### src/hdl/nfc_defs.vh
// Constants for the NOR flash command host controller
`ifndef NFC_DEFS_VH
`define NFC_DEFS_VH
`define NFC_ADDR_W      22
`define NFC_UNLOCK_A1   11'h555
`define NFC_UNLOCK_A2   11'h2aa
`define NFC_UNLOCK_D1   16'h00aa
`define NFC_UNLOCK_D2   16'h0055
`define NFC_CMD_RESET   16'h00f0
`define NFC_CMD_AUTOSEL 16'h0090
`define NFC_CMD_PROG    16'h00a0
`define NFC_CMD_ERASE   16'h0080
`define NFC_CMD_CHIP    16'h0010
`define NFC_CMD_SECTOR  16'h0030
`define NFC_CMD_SUSPEND 16'h00b0
`define NFC_CMD_RESUME  16'h0030
`define NFC_CMD_FAST    16'h0020
`define NFC_CMD_PROT    16'h0060
`define NFC_CMD_PROT2   16'h0040
`define NFC_CMD_QUERY   16'h0098
`define NFC_CMD_SECURE  16'h0088
`define NFC_CMD_SECEXIT 16'h0000
`define NFC_QUERY_A     11'h055
`define NFC_PROT_LOW    7'h02
`define NFC_ID_DEV      8'h01
`define NFC_ID_EXT1     8'h0e
`define NFC_ID_EXT2     8'h0f
`define NFC_SECURE_TOP  22'h00007f
`define NFC_CLK_MHZ     50
`define NFC_T_READY_US  20
`define NFC_T_SPD_US    20
`define NFC_T_BUSY_NS   90
`define NFC_T_PROG_US   100
`define NFC_T_ERASE_MS  2000
`define NFC_CYC_READY   (`NFC_T_READY_US * `NFC_CLK_MHZ)
`define NFC_CYC_SPD     (`NFC_T_SPD_US * `NFC_CLK_MHZ)
`define NFC_CYC_BUSY    (`NFC_T_BUSY_NS * `NFC_CLK_MHZ / 1000)
`define NFC_CYC_PROG    (`NFC_T_PROG_US * `NFC_CLK_MHZ)
`define NFC_CYC_ERASE   (`NFC_T_ERASE_MS * 1000 * `NFC_CLK_MHZ)
`define NFC_CYC_RST     4
`define NFC_CYC_PHASE   4
`define NFC_OP_RESET    4'h0
`define NFC_OP_PROG     4'h1
`define NFC_OP_CHIP     4'h2
`define NFC_OP_SECTOR   4'h3
`define NFC_OP_SUSPEND  4'h4
`define NFC_OP_RESUME   4'h5
`define NFC_OP_AUTOSEL  4'h6
`define NFC_OP_FAST     4'h7
`define NFC_OP_FASTEXIT 4'h8
`define NFC_OP_PROT     4'h9
`define NFC_OP_QUERY    4'ha
`define NFC_OP_SECURE   4'hb
`define NFC_OP_SECEXIT  4'hc
`define NFC_OP_READ     4'hd
`define NFC_OP_HWRESET  4'he
`endif

### src/hdl/nfc_seq_rom.v
// Command sequence table: address and data of each bus write
`timescale 1ns/1ps
`default_nettype none
`include "nfc_defs.vh"
module nfc_seq_rom (
  input  wire        mclk,
  input  wire [3:0]  op,
  input  wire [2:0]  idx,
  input  wire        fast,
  output reg  [1:0]  akind,
  output reg  [10:0] alow,
  output reg  [15:0] dat,
  output reg         last
);
  // akind: 0 fixed low address, 1 bank address, 2 user address, 3 protect address
  reg [1:0]  k;
  reg [10:0] a;
  reg [15:0] d;
  reg        l;
  reg [2:0]  j;
  always @* begin
    k = 2'd0;
    a = `NFC_UNLOCK_A1;
    d = `NFC_CMD_RESET;
    l = 1'b0;
    j = idx;
    // Erase repeats the unlock pair after the 80h write
    if ((op == `NFC_OP_CHIP || op == `NFC_OP_SECTOR) && idx >= 3'd3)
      j = idx - 3'd3;
    case (j)
      3'd0: begin
        a = `NFC_UNLOCK_A1;
        d = `NFC_UNLOCK_D1;
      end
      3'd1: begin
        a = `NFC_UNLOCK_A2;
        d = `NFC_UNLOCK_D2;
      end
      default: begin
        a = `NFC_UNLOCK_A1;
        d = `NFC_CMD_RESET;
      end
    endcase
    case (op)
      `NFC_OP_RESET: begin
        d = `NFC_CMD_RESET;
        l = 1'b1;
      end
      `NFC_OP_PROG: begin
        if (fast) begin
          if (idx == 3'd0) d = `NFC_CMD_PROG;
          else begin
            k = 2'd2;
            d = 16'h0000;
            l = 1'b1;
          end
        end else if (idx == 3'd2) d = `NFC_CMD_PROG;
        else if (idx == 3'd3) begin
          k = 2'd2;
          l = 1'b1;
        end
      end
      `NFC_OP_CHIP, `NFC_OP_SECTOR: begin
        if (idx == 3'd2) d = `NFC_CMD_ERASE;
        else if (idx == 3'd5) begin
          l = 1'b1;
          if (op == `NFC_OP_CHIP) d = `NFC_CMD_CHIP;
          else begin
            k = 2'd2;
            d = `NFC_CMD_SECTOR;
          end
        end
      end
      `NFC_OP_SUSPEND, `NFC_OP_RESUME: begin
        k = 2'd1;
        l = 1'b1;
        d = (op == `NFC_OP_SUSPEND) ? `NFC_CMD_SUSPEND : `NFC_CMD_RESUME;
      end
      `NFC_OP_AUTOSEL, `NFC_OP_FAST, `NFC_OP_SECURE: begin
        if (idx == 3'd2) begin
          l = 1'b1;
          k = (op == `NFC_OP_AUTOSEL) ? 2'd1 : 2'd0;
          d = (op == `NFC_OP_AUTOSEL) ? `NFC_CMD_AUTOSEL :
              (op == `NFC_OP_FAST) ? `NFC_CMD_FAST : `NFC_CMD_SECURE;
        end
      end
      `NFC_OP_FASTEXIT: begin
        k = 2'd1;
        d = (idx == 3'd0) ? `NFC_CMD_AUTOSEL : `NFC_CMD_RESET;
        l = (idx == 3'd1);
      end
      `NFC_OP_PROT: begin
        k = (idx == 3'd0) ? 2'd0 : 2'd3;
        d = (idx == 3'd2) ? `NFC_CMD_PROT2 : `NFC_CMD_PROT;
        l = (idx == 3'd2);
      end
      `NFC_OP_QUERY: begin
        k = 2'd1;
        a = `NFC_QUERY_A;
        d = `NFC_CMD_QUERY;
        l = 1'b1;
      end
      `NFC_OP_SECEXIT: begin
        if (idx == 3'd2) begin
          k = 2'd1;
          d = `NFC_CMD_AUTOSEL;
        end else if (idx == 3'd3) begin
          d = `NFC_CMD_SECEXIT;
          l = 1'b1;
        end
      end
      default: begin
        l = 1'b1;
      end
    endcase
  end
  always @(posedge mclk) begin
    akind <= k;
    alow  <= a;
    dat   <= d;
    last  <= l;
  end
endmodule
`default_nettype wire

### src/hdl/nfc_host.v
// Host controller issuing NOR flash command sequences over the async bus
// Summary of operation
// - F0h alone or after unlock resets
// - Unlock is AAh@555h then 55h@2AAh
// - Only listed sequences are ever issued
// - Program: unlock, A0h@555h, data at target; in fast mode no unlock
// - Erase: six writes, 10h chip, 30h sector
// - Protect address low bits are 0,0,0,1,0
// - Secure exit sent to bank zero
`timescale 1ns/1ps
`default_nettype none
`include "nfc_defs.vh"
module nfc_host #(
  parameter AW        = `NFC_ADDR_W,
  parameter CYC_READY = `NFC_CYC_READY,
  parameter CYC_SPD   = `NFC_CYC_SPD,
  parameter CYC_PROG  = `NFC_CYC_PROG,
  parameter CYC_ERASE = `NFC_CYC_ERASE
) (
  input  wire          mclk,
  input  wire          rst_b,
  input  wire          cmd_valid,
  output wire          cmd_ready,
  input  wire [3:0]    cmd_op,
  input  wire [AW-1:0] cmd_addr,
  input  wire [15:0]   cmd_data,
  output reg           done_r,
  output reg           err_r,
  output reg  [15:0]   rdata_r,
  input  wire          elevated_id_voltage,
  output reg  [AW-1:0] flash_addr_r,
  input  wire [15:0]   flash_dq_in,
  output reg  [15:0]   flash_dq_out_r,
  output reg           flash_dq_oe_b_r,
  output reg           flash_chip_select_b_r,
  output reg           flash_we_b_r,
  output reg           flash_oe_b_r,
  output reg           flash_reset_b_r,
  input  wire          ready_busy_out
);
  localparam S_IDLE = 3'd0;
  localparam S_LOAD = 3'd1;
  localparam S_WLOW = 3'd2;
  localparam S_WHI  = 3'd3;
  localparam S_POLL = 3'd4;
  localparam S_WAIT = 3'd5;
  localparam S_READ = 3'd6;
  localparam S_RST  = 3'd7;
  reg [1:0]  rs_r;
  wire       rst_n = rs_r[1];
  reg [2:0]  st_r;
  reg [3:0]  op_r;
  reg [AW-1:0] a_r;
  reg [15:0] d_r;
  reg [2:0]  idx_r;
  reg [2:0]  ph_r;
  reg [31:0] cnt_r;
  reg        fast_r;
  reg        secure_r;
  reg        bad_r;
  wire [1:0]  akind;
  wire [10:0] alow;
  wire [15:0] sdat;
  wire        slast;
  nfc_seq_rom u_rom (
    .mclk  (mclk),
    .op    (op_r),
    .idx   (idx_r),
    .fast  (fast_r),
    .akind (akind),
    .alow  (alow),
    .dat   (sdat),
    .last  (slast)
  );
  function legal;
    input [3:0] o;
    input       f;
    input       s;
    input       v;
    begin
      case (o)
        `NFC_OP_FASTEXIT: legal = f;
        `NFC_OP_PROT:     legal = v;
        `NFC_OP_SECEXIT:  legal = s;
        `NFC_OP_HWRESET, `NFC_OP_READ, `NFC_OP_RESET: legal = 1'b1;
        default:          legal = (o <= `NFC_OP_SECURE) && !(f && o != `NFC_OP_PROG);
      endcase
    end
  endfunction
  assign cmd_ready = (st_r == S_IDLE);
  always @(posedge mclk or negedge rst_b) begin
    if (!rst_b) rs_r <= 2'b00;
    else rs_r <= {rs_r[0], 1'b1};
  end
  ////////////////////////////////////////////////////////////////////////
  always @(posedge mclk or negedge rst_n) begin
    if (!rst_n) begin
      st_r <= S_IDLE;
      op_r <= `NFC_OP_RESET;
      a_r <= {AW{1'b0}};
      d_r <= 16'h0000;
      idx_r <= 3'd0;
      ph_r <= 3'd0;
      cnt_r <= 32'd0;
      fast_r <= 1'b0;
      secure_r <= 1'b0;
      bad_r <= 1'b0;
      done_r <= 1'b0;
      err_r <= 1'b0;
      rdata_r <= 16'h0000;
      flash_addr_r <= {AW{1'b0}};
      flash_dq_out_r <= 16'h0000;
      flash_dq_oe_b_r <= 1'b1;
      flash_chip_select_b_r <= 1'b1;
      flash_we_b_r <= 1'b1;
      flash_oe_b_r <= 1'b1;
      flash_reset_b_r <= 1'b1;
    end else begin
      done_r <= 1'b0;
      err_r <= 1'b0;
      case (st_r)
        S_IDLE: begin
          idx_r <= 3'd0;
          ph_r <= 3'd0;
          cnt_r <= 32'd0;
          if (cmd_valid) begin
            a_r <= cmd_addr;
            d_r <= cmd_data;
            // Refused request: send F0h, report error once it is written
            if (!legal(cmd_op, fast_r, secure_r, elevated_id_voltage)) begin
              op_r <= `NFC_OP_RESET;
              bad_r <= 1'b1;
              st_r <= S_LOAD;
            end else begin
              bad_r <= 1'b0;
              op_r <= cmd_op;
              if (cmd_op == `NFC_OP_HWRESET) st_r <= S_RST;
              else if (cmd_op == `NFC_OP_READ) st_r <= S_READ;
              else st_r <= S_LOAD;
            end
          end
        end
        S_LOAD: begin
          st_r <= S_WLOW;
        end
        S_WLOW: begin
          ph_r <= ph_r + 3'd1;
          if (ph_r == 3'd0) begin
            case (akind)
              2'd1: flash_addr_r <= {a_r[AW-1:AW-3], {(AW-14){1'b0}}, alow};
              2'd2: flash_addr_r <= a_r;
              2'd3: flash_addr_r <= {a_r[AW-1:12], 5'h00, `NFC_PROT_LOW};
              default: flash_addr_r <= {{(AW-11){1'b0}}, alow};
            endcase
            if (op_r == `NFC_OP_SECEXIT) flash_addr_r[AW-1:AW-3] <= 3'b000;
            flash_dq_out_r <= (akind == 2'd2 && op_r == `NFC_OP_PROG) ? d_r : sdat;
            flash_dq_oe_b_r <= 1'b0;
            flash_oe_b_r <= 1'b1;
          end else if (ph_r == 3'd1) begin
            flash_chip_select_b_r <= 1'b0;
            flash_we_b_r <= 1'b0;
          end else if (ph_r == `NFC_CYC_PHASE) begin
            flash_we_b_r <= 1'b1;
            ph_r <= 3'd0;
            st_r <= S_WHI;
          end
        end
        S_WHI: begin
          flash_chip_select_b_r <= 1'b1;
          ph_r <= ph_r + 3'd1;
          if (ph_r == 3'd1) begin
            flash_dq_oe_b_r <= 1'b1;
            ph_r <= 3'd0;
            if (!slast) begin
              idx_r <= idx_r + 3'd1;
              st_r <= S_LOAD;
            end else begin
              cnt_r <= 32'd0;
              case (op_r)
                `NFC_OP_PROG, `NFC_OP_CHIP, `NFC_OP_SECTOR: st_r <= S_POLL;
                `NFC_OP_SUSPEND: st_r <= S_WAIT;
                `NFC_OP_FAST: begin
                  fast_r <= 1'b1;
                  st_r <= S_IDLE;
                  done_r <= 1'b1;
                end
                `NFC_OP_FASTEXIT: begin
                  fast_r <= 1'b0;
                  st_r <= S_IDLE;
                  done_r <= 1'b1;
                end
                `NFC_OP_SECURE: begin
                  secure_r <= 1'b1;
                  st_r <= S_IDLE;
                  done_r <= 1'b1;
                end
                `NFC_OP_SECEXIT: begin
                  secure_r <= 1'b0;
                  st_r <= S_IDLE;
                  done_r <= 1'b1;
                end
                `NFC_OP_PROT: begin
                  a_r <= {a_r[AW-1:12], 5'h00, `NFC_PROT_LOW};
                  st_r <= S_READ;
                end
                default: begin
                  st_r <= S_IDLE;
                  done_r <= !bad_r;
                  err_r <= bad_r;
                end
              endcase
            end
          end
        end
        S_POLL: begin
          cnt_r <= cnt_r + 32'd1;
          if (cnt_r > `NFC_CYC_BUSY && ready_busy_out) begin
            flash_oe_b_r <= 1'b1;
            flash_chip_select_b_r <= 1'b1;
            st_r <= S_IDLE;
            done_r <= 1'b1;
          end else if (cnt_r >= ((op_r == `NFC_OP_PROG) ? CYC_PROG : CYC_ERASE)) begin
            flash_oe_b_r <= 1'b1;
            flash_chip_select_b_r <= 1'b1;
            err_r <= 1'b1;
            st_r <= S_IDLE;
          end
        end
        S_WAIT: begin
          cnt_r <= cnt_r + 32'd1;
          flash_reset_b_r <= !(op_r == `NFC_OP_HWRESET && cnt_r < `NFC_CYC_RST);
          if (cnt_r >= ((op_r == `NFC_OP_HWRESET) ? CYC_READY + `NFC_CYC_RST : CYC_SPD)) begin
            flash_reset_b_r <= 1'b1;
            st_r <= S_IDLE;
            done_r <= 1'b1;
          end
        end
        S_READ: begin
          ph_r <= ph_r + 3'd1;
          if (ph_r == 3'd0) begin
            flash_addr_r <= a_r;
            flash_chip_select_b_r <= 1'b0;
            flash_oe_b_r <= 1'b0;
          end else if (ph_r == `NFC_CYC_PHASE) begin
            rdata_r <= flash_dq_in;
            flash_chip_select_b_r <= 1'b1;
            flash_oe_b_r <= 1'b1;
            ph_r <= 3'd0;
            st_r <= S_IDLE;
            done_r <= 1'b1;
          end
        end
        default: begin
          fast_r <= 1'b0;
          secure_r <= 1'b0;
          flash_reset_b_r <= 1'b0;
          cnt_r <= 32'd0;
          st_r <= S_WAIT;
        end
      endcase
    end
  end
endmodule
`default_nettype wire

### config.mk
export PLATFORM = sky130hd
export DESIGN_NAME = nfc_host
export DESIGN_NICKNAME = d
export VERILOG_FILES = /design/src/hdl/nfc_seq_rom.v /design/src/hdl/nfc_host.v
export VERILOG_INCLUDE_DIRS = /design/src /design/src/hdl
export SDC_FILE = /design/constraint.sdc
export NUM_CORES = 1
export LEC_CHECK = 0
export ABC_CLOCK_PERIOD_IN_PS = 9400
export BUFFER_PORTS_ARGS = -buffer_cell sky130_fd_sc_hd__buf_2
export CAP_MARGIN = 20
export CELL_PAD_IN_SITES_DETAIL_PLACEMENT = 1
export CELL_PAD_IN_SITES_GLOBAL_PLACEMENT = 2
export CORE_ASPECT_RATIO = 0.9
export CORE_MARGIN = 2
export CORE_UTILIZATION = 37
export CTS_CLUSTER_SIZE = 24
export DETAILED_ROUTE_END_ITERATION = 10
export PLACE_DENSITY_LB_ADDON = 0.12
export SYNTH_ARGS = -nofsm -noshare
export SYNTH_HDL_FRONTEND = slang
export SYNTH_SLANG_ARGS = --single-unit
### constraint.sdc
create_clock -name mclk -period 9.4 [get_ports mclk]
set_clock_uncertainty 0.05 [all_clocks]
set_input_delay 0.94 -clock mclk [delete_from_list [all_inputs] [get_ports mclk]]
set_output_delay 0.94 -clock mclk [all_outputs]
set_load 0.02 [all_outputs]
==> metrics.md <==
| Metric | Value |
|---|---|
| Final ANT Viol Nets | `0` |
| Vias in the first global route | `7,231` |
| Leakage power | `4.50 nW` |
| Layout cells sized above 1 | `19.2%` |
| Synth Area in Simple Gates | `21.9%` |
| Setup-failing EPs final | `0` |
| CP Max Fanout | `31` |
| Place WS | `5.93 ns` |
| Post-Place Cells | `1,282` |
| Wirelength, routed | `23.7 mm` |
| Worst R2R Setup Slack | `5.93 ns` |
| Nets | `1,090` |
| Post-synth ARST share | `92.0%` |
| Most used cells in the layout excluding fill and tap cells | `183 x nand2_1, 143 x dfrtp_1, 124 x buf_2` |
| CP required | `9.71 ns` |
| Largest net degree at the start of global routing | `56` |
| # fillers | `2,618` |
| Max Fclk | `288 MHz` |
| Global-route wire length before repair | `38.9 mm` |
| Delay-heaviest family, CP | `simple AND/OR/NAND/NOR gates` |
| Post-CTS Hold Fix Bufs | `0` |
| Routability cong. | `0.825` |
| R2R Path End | `flash_chip_select_b_r` |
| Routed len/inst | `18.1 µm` |
| Area Growth Syn to Fin | `18.1%` |
| Non-filler cells, final | `1,315` |
| CP startpoint | `op_r[1]` |
| Worst Setup Slack, final | `5.93 ns` |
| Synth Area in Adders | `2.63%` |
| Die height | `144 µm` |
| Mapped Nets | `989` |
| Max Buffers Root-to-Sink | `2` |
| WP data arrival | `3.78 ns` |
| DPL Wire Length | `16.7 mm` |
| DR vias/cell | `5.32` |
| # resized after CTS | `0` |
| Htree depth | `4` |
| CP Depth | `9` |
| # rows | `51` |
| Slowest stage delay, CP | `0.72 ns` |
| Root Buffer | `clkbuf_16` |
| PwrDens | `324 nW/µm²` |
| Final period utilization | `36.9%` |
| WP buf/inv | `1` |
| Worst Path Class, Setup | `flop to flop` |
| Core Area | `21,600 µm²` |
| Reg2Reg Depth | `9` |
| RSZ-0062 raised after global routing | `false` |
| Mux cell area share after synthesis | `3.65%` |
| Synth cell types | `64` |
| Total track usage | `21.2%` |
| Most common cell after layout, fill and taps aside | `nand2_1` |
| Worst-Margin Slew | `1.03 ns` |
| Die area | `23,100 µm²` |
| CTS sink count | `162` |
| Endpoints failing hold | `0` |
| Final Slew Violations | `0` |
| Largest family of logic cells by synthesized area | `simple AND/OR/NAND/NOR gates` |
| Nature of the critical path endpoint | `flop` |
| Routed vias | `6,990` |
| Initial antenna violation count | `1` |
| Io pins | `125` |
| Critical Path Start Type | `flop` |
| Clock latency on the worst-skew pair | `0.44 ns` |
| Cell area after synthesis | `8100 µm²` |
| Peak supply drop | `0.127 mV` |
| Max-cap viol count | `0` |
| CTS tree | `yes` |
| Die width | `160 µm` |
| Status | `finished, final reports clean` |
| Final Critical Period | `3.47 ns` |
| Post-synthesis cell count | `909` |
| Post-CTS Setup Repair Bufs | `0` |
| Synth Register Bits | `162` |
| Clock transition at path regs | `0.08 ns` |
| Starting density of the core | `37.6%` |
| CP max stage cell | `dfrtp_1` |
| DRT Pass-1 Iters | `4` |
| Slew headroom | `31.2%` |
| CP most frequent cell | `a211oi_1` |
| Warnings from Yosys | `0` |
| I/O Buffers | `124` |
| Top_reg_cell synth | `dfrtp_1` |
| Critical Path Sink | `flash_chip_select_b_r` |
| Initial DRC count | `394` |
| Inserted Clock Buffers | `17` |
| Seq/Total Area, Yosys | `49.3%` |
| Hold Crit Class | `primary input to asynchronous set/reset pin` |
| Total grt overflow | `0` |
| RR Startpoint | `op_r[1]` |
| CP Cell Sequence | `nor4b_2 -> inv_1 -> ha_1 -> or3_1 -> a21oi_1 -> nand4b_1 -> a211oi_1 -> a211oi_1 -> mux2_4` |
| Avg Inst Size Synth | `8.91 µm²` |
| EDFF count, synth | `0` |
| Residual DRC | `0` |
| XOR/XNOR Fraction of Synth Area | `2.16%` |
| Compound-Gate Fraction of Synth Area | `16.5%` |
| Sum of negative setup slack | `0 ns` |
[layer usage]
layer | vias to the layer above | part of all wire [%] | global-route usage [%]
met1 | 3465 | 50 | 29.8
met4 | 0 | 1.1 | 5.17
met3 | 17 | 3.6 | 4.27
li1 | 3380 | - | -
met5 | - | 0 | 0
met2 | 128 | 45 | 33.9
[sequential cells by signal, indices dropped and copies added (netlist names), 2 cells and up]
register,count
rs_r,2
flash_dq_out_r,16
u_rom.alow,3
d_r,16
a_r,22
idx_r,3
u_rom.dat,7
op_r,4
u_rom.akind,2
rdata_r,16
flash_addr_r,22
ph_r,3
st_r,3
cnt_r,32
[cell usage after synthesis, drive strengths merged, types with 12 or more instances]
library cell / n / area (µm²)
a21oi: 49 / 245
nand3: 50 / 250
ha: 17 / 213
xor2: 15 / 131
dfxtp: 13 / 260
nor3: 12 / 65.1
nor2: 61 / 229
nand2: 183 / 687
dfrtp: 144 / 3600
o21ai: 82 / 410
inv: 29 / 109
mux2: 17 / 195
nand4: 13 / 81.3
a22o: 14 / 123
clkbuf: 45 / 169
[metrics by stage]
stage / hold WS [ns] / utilization, % / area, µm² / total power (W)
5_1_grt: 0.194 / 44.3 / 9560 / 0.00333
3_3_place_gp: 0.285 / 41.6 / 8960 / 0.00238
4_1_cts: 0.198 / 44.3 / 9560 / 0.00313
2_1_floorplan: 0.281 / - / 8100 / 0.00197
6_report: 0.209 / 44.3 / 9560 / 0.00309
3_5_place_dp: 0.288 / 41.6 / 8960 / 0.00240
[cells by family after synthesis]
logic type	after synthesis
adder cells (fa/ha/maj)	17
AO/OA/AOI/OAI	217
AND/OR/NAND/NOR	384
flip-flops	162
other	1
multiplexers	27
buffers and inverters	81
XOR/XNOR	20
[power breakdown]
part	switching [W]	internal (W)
logic	0.000792	0.000422
clock network	0.000315	0.000400
registers	0.000233	0.000932
total	0.00134	0.00175
[worst reg2reg max path: stages, from the launching register on]
cell and delay, ns:
dfrtp_1 0.72, nor4b_2 0.65, inv_1 0.28, ha_1 0.25, or3_1 0.36, a21oi_1 0.15, nand4b_1 0.10, a211oi_1 0.38
a211oi_1 0.16, mux2_4 0.32
[how the worst min path moves through the flow]
stage | start | endpoint | slack (ns) | cells after the start
6_report | rst_b | rs_r[1] | 0.21 | 1
5_1_grt | rst_b | rs_r[1] | 0.19 | 1
4_1_cts | rst_b | rs_r[1] | 0.20 | 1
3_5_place_dp | rs_r[0] | rs_r[1] | 0.29 | 0
3_3_place_gp | rs_r[0] | rs_r[1] | 0.28 | 0
2_1_floorplan | rs_r[0] | rs_r[1] | 0.28 | 0
[area by class of cell]
type	count	area, µm²	area share, %
well taps	291	364	3.81
diodes	1	2.50	0.0262
clock buffers	18	429	4.49
inverters	30	113	1.18
repair buffers	133	688	7.20
flip-flops and latches	162	4000	41.8
multi-input cells	666	3800	39.7
clock inverters	14	168	1.75
Note: power is estimated with default switching activity, not from simulation.
